<file path="config.mk">
export PLATFORM = sky130hd
export DESIGN_NAME = mprb_regs
export DESIGN_NICKNAME = d
export VERILOG_FILES = /design/src/hdl/mprb_pkg.sv /design/src/hdl/mprb_regs.sv /design/src/hdl/mprb_tick.sv
export SDC_FILE = /design/constraint.sdc
export NUM_CORES = 2
export LEC_CHECK = 0
export ABC_AREA = 1
export BUFFER_PORTS_ARGS = -buffer_cell sky130_fd_sc_hd__buf_2
export CORE_ASPECT_RATIO = 0.9
export CORE_MARGIN = 2
export CORE_UTILIZATION = 35
export CTS_CLUSTER_SIZE = 25
export DETAILED_ROUTE_END_ITERATION = 12
export PLACE_DENSITY_LB_ADDON = 0.15
export SYNTH_ARGS = -nofsm -noshare
export SYNTH_HDL_FRONTEND = slang
export SYNTH_HIERARCHICAL = 1
export SYNTH_SLANG_ARGS = --single-unit
</file>
<file path="constraint.sdc">
create_clock -name clk_sys -period 6.6 [get_ports clk_sys]
set_input_delay 0.33 -clock clk_sys [delete_from_list [all_inputs] [get_ports clk_sys]]
set_output_delay 0.33 -clock clk_sys [all_outputs]
set_load 0.005 [all_outputs]
</file>
<file path="src/hdl/mprb_pkg.sv">
package mprb_pkg;
    // ****************************************
    // register indices (byte address = 4 * index)
    // ****************************************
    localparam logic [7:0] IDX_PHASE_FACTOR   = 8'hd8;
    localparam logic [7:0] IDX_CURRENT_LEVEL  = 8'hd9;
    localparam logic [7:0] IDX_RAMP_UP        = 8'hda;
    localparam logic [7:0] IDX_RAMP_DOWN      = 8'hdb;
    localparam logic [7:0] IDX_XF_INDEX       = 8'hde;
    localparam logic [7:0] IDX_XF_VALUE       = 8'hdf;
    localparam logic [7:0] IDX_FLEX_FIRST     = 8'he0;
    localparam logic [7:0] IDX_LED_A          = 8'he8;
    localparam logic [7:0] IDX_LED_B          = 8'he9;
    localparam logic [7:0] IDX_AUTOCORR_VEL   = 8'hec;
    localparam logic [7:0] IDX_COMPUTED_VEL   = 8'hed;
    localparam logic [7:0] IDX_REV_COUNT      = 8'hee;
    localparam logic [7:0] IDX_CYCLIC_SETUP   = 8'hef;
    localparam logic [7:0] IDX_CRC_ERRORS     = 8'hf1;
    localparam logic [7:0] IDX_CRAWL_VEL      = 8'hf2;
    localparam logic [7:0] IDX_HOME_TIMEOUT   = 8'hf3;
    localparam logic [7:0] IDX_TEMP_LIMITS    = 8'hf4;
    localparam logic [7:0] IDX_CATCHUP        = 8'hf5;
    localparam logic [7:0] IDX_UV_DEBOUNCE    = 8'hfc;
    localparam logic [7:0] IDX_ENCODER_VEL    = 8'hfd;
    localparam int         FLEX_COUNT         = 8;

    // ****************************************
    // reset values, limits and timing
    // ****************************************
    localparam logic [31:0] RST_RAMP_UP        = 32'h0000_07d0;
    localparam logic [31:0] RST_RAMP_DOWN      = 32'h0000_0fa0;
    localparam logic [31:0] RST_UV_DEBOUNCE    = 32'h0000_000a;
    localparam logic [31:0] RST_ZERO           = 32'h0000_0000;
    localparam logic [31:0] RAMP_MIN           = 32'h0000_0001;
    localparam logic [31:0] RAMP_MAX           = 32'h0001_86a0;
    localparam logic [31:0] PHASE_MAX          = 32'h0000_00c8;
    localparam logic [10:0] CURRENT_FULL       = 11'h7ff;
    localparam logic [7:0]  OVERSPEED_MAX      = 8'h64;
    localparam logic [31:0] HOME_TIMEOUT_DFLT  = 32'h0000_ea60;
    localparam int          CRAWL_SHIFT        = 6;
    localparam int          CLK_HZ             = 20000000;
    localparam int          UV_PERIOD_US       = 100;
    localparam int          UV_PERIOD_CYC      = (CLK_HZ / 1000000) * UV_PERIOD_US;
    localparam int          MS_PERIOD_CYC      = CLK_HZ / 1000;

    typedef enum logic [2:0] {
        HS_IDLE   = 3'b001,
        HS_SEARCH = 3'b010,
        HS_DONE   = 3'b100
    } mprb_home_state_type;
endpackage

</file>
<file path="src/hdl/mprb_regs.sv">
// The APB interface to the registers was left to the implementer.
`timescale 1ns/10ps
`default_nettype none
// Summary of operation
// - closed-loop current reads as 0..2047, 2047 meaning full run current.
// - ramp-up and ramp-down rates take 1..100000, default 2000 and 4000.
// - a commutation phase factor 0..200 is held for high-speed tuning.
// - cross-field index and value registers, reset to zero, set up routing.
// - eight flex setup registers each give two bits of the sixteen-bit flex register.
// - two LED setup registers drive LEDs three and two, and LED one green and red.
// - auto correction uses the commanded velocity unless the override is nonzero.
// - motor revolutions since power-on are counted read-only from zero.
// - cyclic link setup is read-only: period in us low half, sync offset high half.
// - a read-only counter from zero counts internal link CRC errors.
// - crawl velocity is homing velocity over 64 while the crawl register is zero.
// - homing times out after 60000 ms if the timeout register is zero, else its value.
// - temperature limits are read-only: warning low half, error high half.
// - overspeed percent 0..100 sits in bits 7:0, follow-error limit in bits 31:8.
// - bus voltage is sampled every 100 us; undervoltage needs N low readings in a row.
// - theoretical and encoder velocities read in 0.01 RPM units.
module mprb_regs #(
    parameter int MS_CYCLES = mprb_pkg::MS_PERIOD_CYC
) (
    input  wire logic        clk_sys,
    input  wire logic        rst,
    // apb slave
    input  wire logic        psel,
    input  wire logic        penable,
    input  wire logic        pwrite,
    input  wire logic [11:0] paddr,
    input  wire logic [31:0] pwdata,
    output var  logic [31:0] prdata,
    output var  logic        pready,
    output var  logic        pslverr,
    // motor core status
    input  wire logic [10:0] current_level,
    input  wire logic [31:0] computed_velocity,
    input  wire logic [31:0] encoder_velocity,
    input  wire logic        revolution_done,
    input  wire logic [31:0] cyclic_link_setup,
    input  wire logic        link_crc_error,
    input  wire logic [15:0] temp_warn_limit,
    input  wire logic [15:0] temp_error_limit,
    input  wire logic [31:0] commanded_velocity,
    input  wire logic [31:0] homing_velocity,
    input  wire logic        homing_start,
    input  wire logic        homing_found,
    input  wire logic        bus_voltage_low,
    input  wire logic        undervoltage_clear,
    // configuration and status outputs
    output var  logic [7:0]  commutation_phase_factor,
    output var  logic [16:0] current_ramp_up_rate,
    output var  logic [16:0] current_ramp_down_rate,
    output var  logic [31:0] crossfield_index,
    output var  logic [31:0] crossfield_value,
    output var  logic        crossfield_write,
    output var  logic [15:0] flex_bit_select,
    output var  logic [31:0] led_pair_a_setup,
    output var  logic [31:0] led_pair_b_setup,
    output var  logic [31:0] autocorrect_velocity_eff,
    output var  logic [31:0] homing_crawl_velocity_eff,
    output var  logic        homing_timeout_flag,
    output var  logic [7:0]  overspeed_percent,
    output var  logic [23:0] overspeed_follow_limit,
    output var  logic        undervoltage_error
);
    // ****************************************
    // bus decode
    // ****************************************
    logic [31:0] ro_rev_q, ro_crc_q, ro_cyc_q, ro_temp_q;
    logic [31:0] phase_q, ramp_up_q, ramp_down_q, xf_idx_q, xf_val_q;
    logic [31:0] flex_q [mprb_pkg::FLEX_COUNT];
    logic [31:0] led_a_q, led_b_q, autocorr_q, crawl_q, tmo_q, catchup_q, uv_cnt_q;
    logic [31:0] rdata_d;
    logic        wr_en;
    logic [7:0]  idx;

    assign idx   = paddr[9:2];
    assign wr_en = psel && penable && pwrite;

    // clamp a value into [lo, hi]
    function automatic logic [31:0] clamp(input logic [31:0] v, input logic [31:0] lo, input logic [31:0] hi);
        if (v < lo) begin
            return lo;
        end else if (v > hi) begin
            return hi;
        end
        return v;
    endfunction

    // true when a write hits register index i
    function automatic logic hit(input logic [7:0] i, input logic [7:0] a, input logic w);
        return w && (a == i);
    endfunction

    // ****************************************
    // writable registers
    // ****************************************
    // out-of-range values are clamped, so the loops never see an illegal setting
    always_ff @(posedge clk_sys) begin
        if (rst) begin
            phase_q     <= mprb_pkg::RST_ZERO;
            ramp_up_q   <= mprb_pkg::RST_RAMP_UP;
            ramp_down_q <= mprb_pkg::RST_RAMP_DOWN;
            xf_idx_q    <= mprb_pkg::RST_ZERO;
            xf_val_q    <= mprb_pkg::RST_ZERO;
            led_a_q     <= mprb_pkg::RST_ZERO;
            led_b_q     <= mprb_pkg::RST_ZERO;
            autocorr_q  <= mprb_pkg::RST_ZERO;
            crawl_q     <= mprb_pkg::RST_ZERO;
            tmo_q       <= mprb_pkg::RST_ZERO;
            catchup_q   <= mprb_pkg::RST_ZERO;
            uv_cnt_q    <= mprb_pkg::RST_UV_DEBOUNCE;
        end else begin
            if (hit(mprb_pkg::IDX_PHASE_FACTOR, idx, wr_en)) begin
                phase_q <= clamp(pwdata, mprb_pkg::RST_ZERO, mprb_pkg::PHASE_MAX);
            end
            if (hit(mprb_pkg::IDX_RAMP_UP, idx, wr_en)) begin
                ramp_up_q <= clamp(pwdata, mprb_pkg::RAMP_MIN, mprb_pkg::RAMP_MAX);
            end
            if (hit(mprb_pkg::IDX_RAMP_DOWN, idx, wr_en)) begin
                ramp_down_q <= clamp(pwdata, mprb_pkg::RAMP_MIN, mprb_pkg::RAMP_MAX);
            end
            if (hit(mprb_pkg::IDX_XF_INDEX, idx, wr_en)) xf_idx_q <= pwdata;
            if (hit(mprb_pkg::IDX_XF_VALUE, idx, wr_en)) xf_val_q <= pwdata;
            if (hit(mprb_pkg::IDX_LED_A, idx, wr_en)) led_a_q <= pwdata;
            if (hit(mprb_pkg::IDX_LED_B, idx, wr_en)) led_b_q <= pwdata;
            if (hit(mprb_pkg::IDX_AUTOCORR_VEL, idx, wr_en)) autocorr_q <= pwdata;
            if (hit(mprb_pkg::IDX_CRAWL_VEL, idx, wr_en)) crawl_q <= pwdata;
            if (hit(mprb_pkg::IDX_HOME_TIMEOUT, idx, wr_en)) tmo_q <= pwdata;
            if (hit(mprb_pkg::IDX_CATCHUP, idx, wr_en)) begin
                // percent field limited to 100
                catchup_q <= {pwdata[31:8], (pwdata[7:0] > mprb_pkg::OVERSPEED_MAX) ?
                              mprb_pkg::OVERSPEED_MAX : pwdata[7:0]};
            end
            if (hit(mprb_pkg::IDX_UV_DEBOUNCE, idx, wr_en)) uv_cnt_q <= pwdata;
        end
    end

    // flex setup bank, two flex bits per word
    genvar g;
    generate
        for (g = 0; g < mprb_pkg::FLEX_COUNT; g++) begin : g_flex
            always_ff @(posedge clk_sys) begin
                if (rst) begin
                    flex_q[g] <= mprb_pkg::RST_ZERO;
                end else if (hit(8'(mprb_pkg::IDX_FLEX_FIRST + 8'(g)), idx, wr_en)) begin
                    flex_q[g] <= pwdata;
                end
            end
            always_ff @(posedge clk_sys) begin
                if (rst) begin
                    flex_bit_select[2*g +: 2] <= 2'b00;
                end else begin
                    flex_bit_select[2*g +: 2] <= flex_q[g][1:0];
                end
            end
        end
    endgenerate

    // ****************************************
    // read-only status registers
    // ****************************************
    // revolution and crc counts wrap rather than saturate
    always_ff @(posedge clk_sys) begin
        if (rst) begin
            ro_rev_q <= mprb_pkg::RST_ZERO;
            ro_crc_q <= mprb_pkg::RST_ZERO;
        end else begin
            if (revolution_done) begin
                ro_rev_q <= ro_rev_q + 32'h0000_0001;
            end
            if (link_crc_error) begin
                ro_crc_q <= ro_crc_q + 32'h0000_0001;
            end
        end
    end

    // link and thermal snapshots, bus cannot write them
    always_ff @(posedge clk_sys) begin
        if (rst) begin
            ro_cyc_q  <= mprb_pkg::RST_ZERO;
            ro_temp_q <= mprb_pkg::RST_ZERO;
        end else begin
            ro_cyc_q  <= cyclic_link_setup;
            ro_temp_q <= {temp_error_limit, temp_warn_limit};
        end
    end

    // ****************************************
    // read mux
    // ****************************************
    always_comb begin
        rdata_d = 32'h0000_0000;
        if (idx >= mprb_pkg::IDX_FLEX_FIRST && idx < mprb_pkg::IDX_LED_A) begin
            rdata_d = flex_q[idx[2:0]];
        end else begin
            case (idx)
                mprb_pkg::IDX_PHASE_FACTOR:  rdata_d = phase_q;
                mprb_pkg::IDX_CURRENT_LEVEL: rdata_d = {21'h00_0000, current_level};
                mprb_pkg::IDX_RAMP_UP:       rdata_d = ramp_up_q;
                mprb_pkg::IDX_RAMP_DOWN:     rdata_d = ramp_down_q;
                mprb_pkg::IDX_XF_INDEX:      rdata_d = xf_idx_q;
                mprb_pkg::IDX_XF_VALUE:      rdata_d = xf_val_q;
                mprb_pkg::IDX_LED_A:         rdata_d = led_a_q;
                mprb_pkg::IDX_LED_B:         rdata_d = led_b_q;
                mprb_pkg::IDX_AUTOCORR_VEL:  rdata_d = autocorr_q;
                mprb_pkg::IDX_COMPUTED_VEL:  rdata_d = computed_velocity;
                mprb_pkg::IDX_REV_COUNT:     rdata_d = ro_rev_q;
                mprb_pkg::IDX_CYCLIC_SETUP:  rdata_d = ro_cyc_q;
                mprb_pkg::IDX_CRC_ERRORS:    rdata_d = ro_crc_q;
                mprb_pkg::IDX_CRAWL_VEL:     rdata_d = crawl_q;
                mprb_pkg::IDX_HOME_TIMEOUT:  rdata_d = tmo_q;
                mprb_pkg::IDX_TEMP_LIMITS:   rdata_d = ro_temp_q;
                mprb_pkg::IDX_CATCHUP:       rdata_d = catchup_q;
                mprb_pkg::IDX_UV_DEBOUNCE:   rdata_d = uv_cnt_q;
                mprb_pkg::IDX_ENCODER_VEL:   rdata_d = encoder_velocity;
                default:                     rdata_d = 32'h0000_0000;
            endcase
        end
    end

    // read data latched in setup; ready in first access cycle
    always_ff @(posedge clk_sys) begin
        if (rst) begin
            prdata  <= 32'h0000_0000;
            pready  <= 1'b0;
            pslverr <= 1'b0;
        end else begin
            pready  <= psel && !penable;
            pslverr <= 1'b0; // unmapped reads return zero, writes dropped
            if (psel && !penable && !pwrite) begin
                prdata <= rdata_d;
            end
        end
    end

    // ****************************************
    // effective setpoints for the motion core
    // ****************************************
    always_ff @(posedge clk_sys) begin
        if (rst) begin
            commutation_phase_factor  <= 8'h00;
            current_ramp_up_rate      <= 17'(mprb_pkg::RST_RAMP_UP);
            current_ramp_down_rate    <= 17'(mprb_pkg::RST_RAMP_DOWN);
            crossfield_index          <= 32'h0000_0000;
            crossfield_value          <= 32'h0000_0000;
            crossfield_write          <= 1'b0;
            led_pair_a_setup          <= 32'h0000_0000;
            led_pair_b_setup          <= 32'h0000_0000;
            autocorrect_velocity_eff  <= 32'h0000_0000;
            homing_crawl_velocity_eff <= 32'h0000_0000;
            overspeed_percent         <= 8'h00;
            overspeed_follow_limit    <= 24'h00_0000;
        end else begin
            commutation_phase_factor  <= phase_q[7:0];
            current_ramp_up_rate      <= ramp_up_q[16:0];
            current_ramp_down_rate    <= ramp_down_q[16:0];
            crossfield_index          <= xf_idx_q;
            crossfield_value          <= xf_val_q;
            // pulse so the switch board latches the entry
            crossfield_write          <= hit(mprb_pkg::IDX_XF_VALUE, idx, wr_en);
            led_pair_a_setup          <= led_a_q;
            led_pair_b_setup          <= led_b_q;
            autocorrect_velocity_eff  <= (autocorr_q != 32'h0000_0000) ? autocorr_q : commanded_velocity;
            homing_crawl_velocity_eff <= (crawl_q != 32'h0000_0000) ? crawl_q
                : 32'($signed(homing_velocity) >>> mprb_pkg::CRAWL_SHIFT);
            overspeed_percent         <= catchup_q[7:0];
            overspeed_follow_limit    <= catchup_q[31:8];
        end
    end

    // ****************************************
    // homing timeout
    // ****************************************
    logic                          ms_tick, uv_tick;
    logic [31:0]                   ms_cnt_q, uv_run_q;
    mprb_pkg::mprb_home_state_type hs_q;

    mprb_tick #(.PERIOD(MS_CYCLES)) u_ms_tick (
        .clk_sys (clk_sys),
        .rst     (rst),
        .tick    (ms_tick)
    );

    // millisecond resolution; first tick may land early by up to one ms
    always_ff @(posedge clk_sys) begin
        if (rst) begin
            hs_q                <= mprb_pkg::HS_IDLE;
            ms_cnt_q            <= 32'h0000_0000;
            homing_timeout_flag <= 1'b0;
        end else begin
            case (hs_q)
                mprb_pkg::HS_IDLE, mprb_pkg::HS_DONE: begin
                    if (homing_start) begin
                        hs_q                <= mprb_pkg::HS_SEARCH;
                        ms_cnt_q            <= 32'h0000_0000;
                        homing_timeout_flag <= 1'b0;
                    end
                end
                mprb_pkg::HS_SEARCH: begin
                    if (homing_found) begin
                        hs_q <= mprb_pkg::HS_IDLE;
                    end else if (ms_cnt_q >= ((tmo_q == 32'h0000_0000) ? mprb_pkg::HOME_TIMEOUT_DFLT : tmo_q)) begin
                        hs_q                <= mprb_pkg::HS_DONE;
                        homing_timeout_flag <= 1'b1;
                    end else if (ms_tick) begin
                        ms_cnt_q <= ms_cnt_q + 32'h0000_0001;
                    end
                end
                default: hs_q <= mprb_pkg::HS_IDLE;
            endcase
        end
    end

    // ****************************************
    // undervoltage debounce
    // ****************************************
    mprb_tick #(.PERIOD(mprb_pkg::UV_PERIOD_CYC)) u_uv_tick (
        .clk_sys (clk_sys),
        .rst     (rst),
        .tick    (uv_tick)
    );

    // a low sample that completes the run of uv_cnt_q readings wins over a clear in the same cycle
    always_ff @(posedge clk_sys) begin
        if (rst) begin
            uv_run_q           <= 32'h0000_0000;
            undervoltage_error <= 1'b0;
        end else begin
            if (uv_tick) begin
                if (bus_voltage_low) begin
                    if (uv_run_q != 32'hffff_ffff) begin
                        uv_run_q <= uv_run_q + 32'h0000_0001;
                    end
                end else begin
                    uv_run_q <= 32'h0000_0000;
                end
            end
            if (uv_tick && bus_voltage_low && (uv_run_q + 32'h0000_0001 >= uv_cnt_q)) begin
                undervoltage_error <= 1'b1;
            end else if (undervoltage_clear) begin
                undervoltage_error <= 1'b0;
            end
        end
    end
endmodule
`default_nettype wire

</file>
<file path="src/hdl/mprb_tick.sv">
`timescale 1ns/10ps
`default_nettype none
// free-running one-cycle enable every PERIOD cycles
module mprb_tick #(
    parameter int PERIOD = 2000
) (
    input  wire logic clk_sys,
    input  wire logic rst,
    output var  logic tick
);
    logic [31:0] cnt_q;

    // ****************************************
    // divider
    // ****************************************
    always_ff @(posedge clk_sys) begin
        if (rst) begin
            cnt_q <= 32'h0000_0000;
            tick  <= 1'b0;
        end else if (cnt_q == 32'(PERIOD - 1)) begin
            cnt_q <= 32'h0000_0000;
            tick  <= 1'b1;
        end else begin
            cnt_q <= cnt_q + 32'h0000_0001;
            tick  <= 1'b0;
        end
    end
endmodule
`default_nettype wire

</file>
## Yosys cells after proc, flatten, opt, wreduce, memory -nomap -nowiden

Memories as Yosys holds them, arrays and structs flattened. A register that Yosys moved wholly into a read port is not among the register bits.
Cells that the tools add are included.

| word-level totals | value |
|---|---|
| register bits after elaboration | 947 |
| RAM bits | 256 |
| output and inout bits | 319 |
| word-level logic and storage cells | 220 |
| memories kept | 1 |

| operators by class | value |
|---|---|
| add/sub/neg operators | 6 |
| order comparisons | 9 |
| equal/unequal tests | 40 |
| mux-type cells | 76 |
| bitwise gates (word level) | 8 |
| reduce and logical (&&, ||, !) cells | 41 |

Memory list:

| memory | depth | bits a word | rd ports | clocked after memory_dff | write ports | RTL line | source |
|---|---|---|---|---|---|---|---|
| flex_q | 8 | 32 | 9 | 8 | 8 | mprb_regs.sv:72 | `logic [31:0] flex_q [mprb_pkg::FLEX_COUNT];` |

Operators with widths:

| kind | number |
|---|---|
| $mux 32 | 25 |
| $pmux 32 s19 | 1 |
| $eq 8x8->1 const B | 27 |
| $add 32x1->32 const B | 6 |
| $ge 32x32->1 | 2 |
| $lt 32x1->1 const B | 2 |
| $pmux 32 s2 | 1 |
| $reduce_bool 32->1 | 2 |
| $mux 1 | 43 |
| $eq 32x11->1 const B | 1 |
| $eq 32x15->1 const B | 1 |
| $gt 32x17->1 const B | 1 |
| $gt 32x8->1 const B | 1 |
| $logic_not 32->1 | 1 |
| $ne 32x32->1 const B | 1 |
| $logic_and 1x1->1 | 27 |
| $mux 3 | 3 |
| $ge 8x8->1 const B | 1 |
| $gt 8x7->1 const B | 1 |
| $lt 8x8->1 const B | 1 |
| $mux 8 | 1 |
| $ne 2x2->1 const B | 4 |
| $or 1x1->1 | 8 |
| $pmux 3 s2 | 1 |
| other kinds (12) | 18 |

## Logic depth before layout (Yosys ltp)

| depth | value |
|---|---|
| depth in word-level cells | 7 |
| mapped depth | 20 |

## Modules after synthesis

Netlist, hierarchy kept.

Modules (own cells, without submodules):

| module | instances | cells each | area each (sq um) | sequential area each (sq um) |
|---|---|---|---|---|
| mprb_regs | 1 | 5982 | 48023.6 | 25644.6 |
| mprb_tick at u_uv_tick | 1 | 314 | 1935.6 | 660.6 |
| mprb_tick at u_ms_tick | 1 | 325 | 1914.3 | 660.6 |

## Worst setup path after synthesis

No wires, ideal clock.

| timing | value |
|---|---|
| kind | input to register |
| from | input port psel |
| to | memory flex_q[5][0], enable pin |
| library setup time | 466 ps |
| arrival time | 3533 ps |
| slack | 2601 ps |
| stages on the path | 8 |
| path through | inv_1 -> nor3_4 -> inv_2 -> nor2_1 -> inv_2 -> nor2_1 -> inv_1 -> o21ai_0 |

RTL lines:

| what | RTL line | source |
|---|---|---|
| start: declaration | mprb_regs.sv:27 | `input wire logic psel,` |
| end: declaration | mprb_regs.sv:72 |  |

## Worst setup path in the final report

| timing | value |
|---|---|
| from | register tmo_q[0] |
| to | register ms_cnt_q[31] |

| between the ends | value |
|---|---|
| cells in the longest elaborated chain, start to end | 5 |

RTL lines:

| what | RTL line | source |
|---|---|---|
| start: declaration | mprb_regs.sv:73 | `logic [31:0] led_a_q, led_b_q, autocorr_q, crawl_q, tmo_q, catchup_q, uv_cnt_q;` |
| start signal: assignment | mprb_regs.sv:111 | `tmo_q <= mprb_pkg::RST_ZERO;` |
| start signal: assignment | mprb_regs.sv:130 | `if (hit(mprb_pkg::IDX_HOME_TIMEOUT, idx, wr_en)) tmo_q <= pwdata;` |
| $logic_not 32->1 | mprb_regs.sv:304 | `end else if (ms_cnt_q >= ((tmo_q == 32'h0000_0000) ? mprb_pkg::HOME_TIMEOUT_DFLT : tmo_q)) begin` |
| $mux 32 * | mprb_regs.sv:304 |  |
| $ge 32x32->1 * | mprb_regs.sv:304 |  |
| $ne 2x2->1 (no line) * | -- |  |
| $reduce_and 5->1 (no line) * | -- |  |
| end signal: assignment | mprb_regs.sv:308 | `ms_cnt_q <= ms_cnt_q + 32'h0000_0001;` |
| end: declaration | mprb_regs.sv:277 | `logic [31:0] ms_cnt_q, uv_run_q;` |

Every way passes the cells marked *; elsewhere a longest branch is shown, timed or not.
A chain may end at the register's enable or synchronous reset.

==> results.md <==
- Routed WL: 216300 µm
- Synthesized flop and latch total: 1219
- Remaining Overflow, GRT: 0
- PnR Total Power: 17.45 mW
- Number of flip-flops in the largest register: 256
- FP Rows: 134
- Netlist cell types: 50
- Global Route met2 Usage: 0.4222
- DR vias: 47800
- Post-CTS sizing: 0
- Number of I/O pins: 577
- Main synth FF type: dfxtp_1
- Routed Antenna Nets: 0
- Syn Area/Cell: 7.835 µm²
- Synthesized cell area: 51870 µm²
- Hold wc startpoint: pwdata[2]
- Synth warn: 6
- Leakage: 25.31 nW
- Clk_skew: 0.04925 ns
- Area Overhead vs Synth: 20.56%
- Req. time, crit path: 7.24 ns
- Count of final setup violators: 0
- PortBufs: 565
- Synth cell count leaders: nor2_1, nand2_1, dfxtp_1
- Tmin final: 4.459 ns
- Placed instance area: 56400 µm²
- Worst-skew pair later-pin latency: 0.77 ns
- Die ar.: 151300 µm²
- Die extent in x: 409.8 µm
- Critical setup path kind: flop to flop
- Nets: 7481
- Post-detail-place hpwl: 153500 µm
- Crit path launch: tmo_q[0]
- Hold_buf cts: 148
- Largest net degree at the start of global routing: 160
- Worst vdd ir: 0.2537 mV
- Relative slew slack: 0.1692
- Fill count: 15090
- Startpoint Class: flop
- Top achievable clock speed: 224.3 MHz
- Final Max Slew Viols: 0
- Most common cell in the netlist: nor2_1
- P per Cell Area: 279.0 nW/µm²
- Largest Register: flex_q
- Drt via density: 5.171
- First-pass GRT wire length: 306900 µm
- R2R Path Start: tmo_q[0]
- Worst Max-Slew Pin Slew: 1.242 ns
- Number of synthesized flops with an enable pin: 256
- Synth area leader: dfxtp_1
- Post-synthesis sequential area ratio: 0.5198
- Vias in the first global route: 44000
- Worst Reg-to-Reg Cells: 17
- Syn_nets: 6949
- TritonCTS Buffers: 139
- Initial Util: 0.3512
- WHS Path Cells: 3
- Post-synth top area share: 0.3716
- Fin Setup TNS: 0 ns
- CTS tree: built
- Sink Count: 1219
- Final Cell Area: 62540 µm²
- Layout cell share with drive strength beyond 1: 0.1276
- GRT met3 Usage: 0.05693
- Worst Hold Class: primary input to flop
- Starting DRT DRC Count: 4890
- Die height: 369.2 µm
- Core area: 147700 µm²
- Tot GR Track Use: 0.2763
- RSZ-0062 raised after global routing: no
- Crit share post-route: 0.6755
- DRC Markers: 0
- Grt peak-use layer: met2
- Crit Path Max Fanout: 35
- H-tree Lvls: 4
- Routed wire length per instance: 23.40 µm
- Worst-path clk slew: 0.06 ns
- Status: complete, no violations
- Router iterations before antenna repair: 6
- Post-Syn Instances: 6621
- Top post-synthesis cells by area: dfxtp_1, edfxtp_1, nor2_1, nand2_1, inv_1
- Clk Tree Root Cell: clkbuf_16
- Worst Setup End Kind: flop
- GPL Wtd Cong: 0.9309
- CP Data Arrival Time: 5.10 ns
- Async SR Flop Fraction: 0
- Max_cap viols: 0
- Initial antenna violation count: 26
- Deepest clock path buffer count: 3
- Fin. Hold Viols: 0
- M1 GR Usage: 0.3848
- Setup Buffers After CTS: 0
cells by family after synthesis:
logic type               share of synthesized area
AND/OR/NAND/NOR                             0.2256
AO/OA/AOI/OAI                               0.1378
flip-flops                                  0.5198
buffers and inverters                      0.08886
adder cells (fa/ha/maj)                    0.01688
XOR/XNOR                                   0.01097
other                                   0.00007229
routing by layer:
metal,wire (µm),part of all wire
met1,95760,0.44
met2,94350,0.44
met3,18580,0.086
met4,7510,0.035
met5,96,0.00044
cell usage in the layout (no fill, tap or decap), drive strengths merged, types with 70 or more instances in the layout:
| master | Yosys | routed |
|---|---|---|
| a21oi | 503 | 503 |
| a22oi | 71 | 71 |
| buf | 63 | 629 |
| clkbuf | 323 | 192 |
| dfxtp | 963 | 963 |
| dlygate4sd3 | 0 | 148 |
| edfxtp | 256 | 256 |
| ha | 70 | 70 |
| inv | 811 | 815 |
| nand2 | 977 | 977 |
| nand3 | 374 | 374 |
| nand4 | 95 | 95 |
| nor2 | 1078 | 1078 |
| nor3 | 149 | 149 |
| o21ai | 465 | 465 |
| o22ai | 151 | 151 |
report_power, final:
group,leakage (nW),switching (mW),internal (mW)
Sequential,10.2,0.176,7.81
Combinational,12.8,1.03,0.545
Clock,2.26,3.37,4.52
Total,25.3,4.57,12.9
metrics by stage:
stage | hold WS (ns) | utilization | setup WS (ns) | cells
floorplan | 0.4004 | - | 2.601 | 6621
detailed placement | 0.4298 | 0.3818 | 2.148 | 8836
finish | 0.07087 | 0.4234 | 2.141 | 9243
global route | 0.04832 | 0.4233 | 1.738 | 9236
global placement | 0.4281 | 0.3818 | 2.172 | 8836
CTS | 0.004065 | 0.4233 | 2.208 | 9236
final timing paths:
check | to | slack, ns
min | phase_q[2] | 0.07
max reg2reg | ms_cnt_q[31] | 2.14
min reg2reg | phase_q[8] | 0.44
max | ms_cnt_q[31] | 2.14
cell type report:
| cell class | instances | area (µm²) | area share |
|---|---|---|---|
| multi-input combinational | 4192 | 20490 | 0.3277 |
| clock buffer | 192 | 3919 | 0.06266 |
| tap | 1972 | 2467 | 0.03945 |
| antenna | 7 | 17.52 | 0.0002801 |
| timing repair buffer | 777 | 4850 | 0.07754 |
| clock inverter | 60 | 725.7 | 0.01160 |
| sequential | 1219 | 26970 | 0.4312 |
| inverter | 824 | 3102 | 0.04959 |
worst max-delay path, stage by stage (launching register included):
cell     delay (ns)
dfxtp_1        0.33
nor4_1         0.37
nand4_1        0.16
nor4b_1        0.86
nor2_1         0.13
ha_1           0.34
a21oi_1        0.16
o21a_1         0.12
nand2_1        0.05
nand2_1        0.05
nand2_1        0.05
nand2_1        0.05
nand2_1        0.10
nand2_1        0.79
buf_4          0.48
nand2_1        0.12
nand2_1        0.09
a21oi_1        0.05
Note: power is estimated with default switching activity, not from simulation.
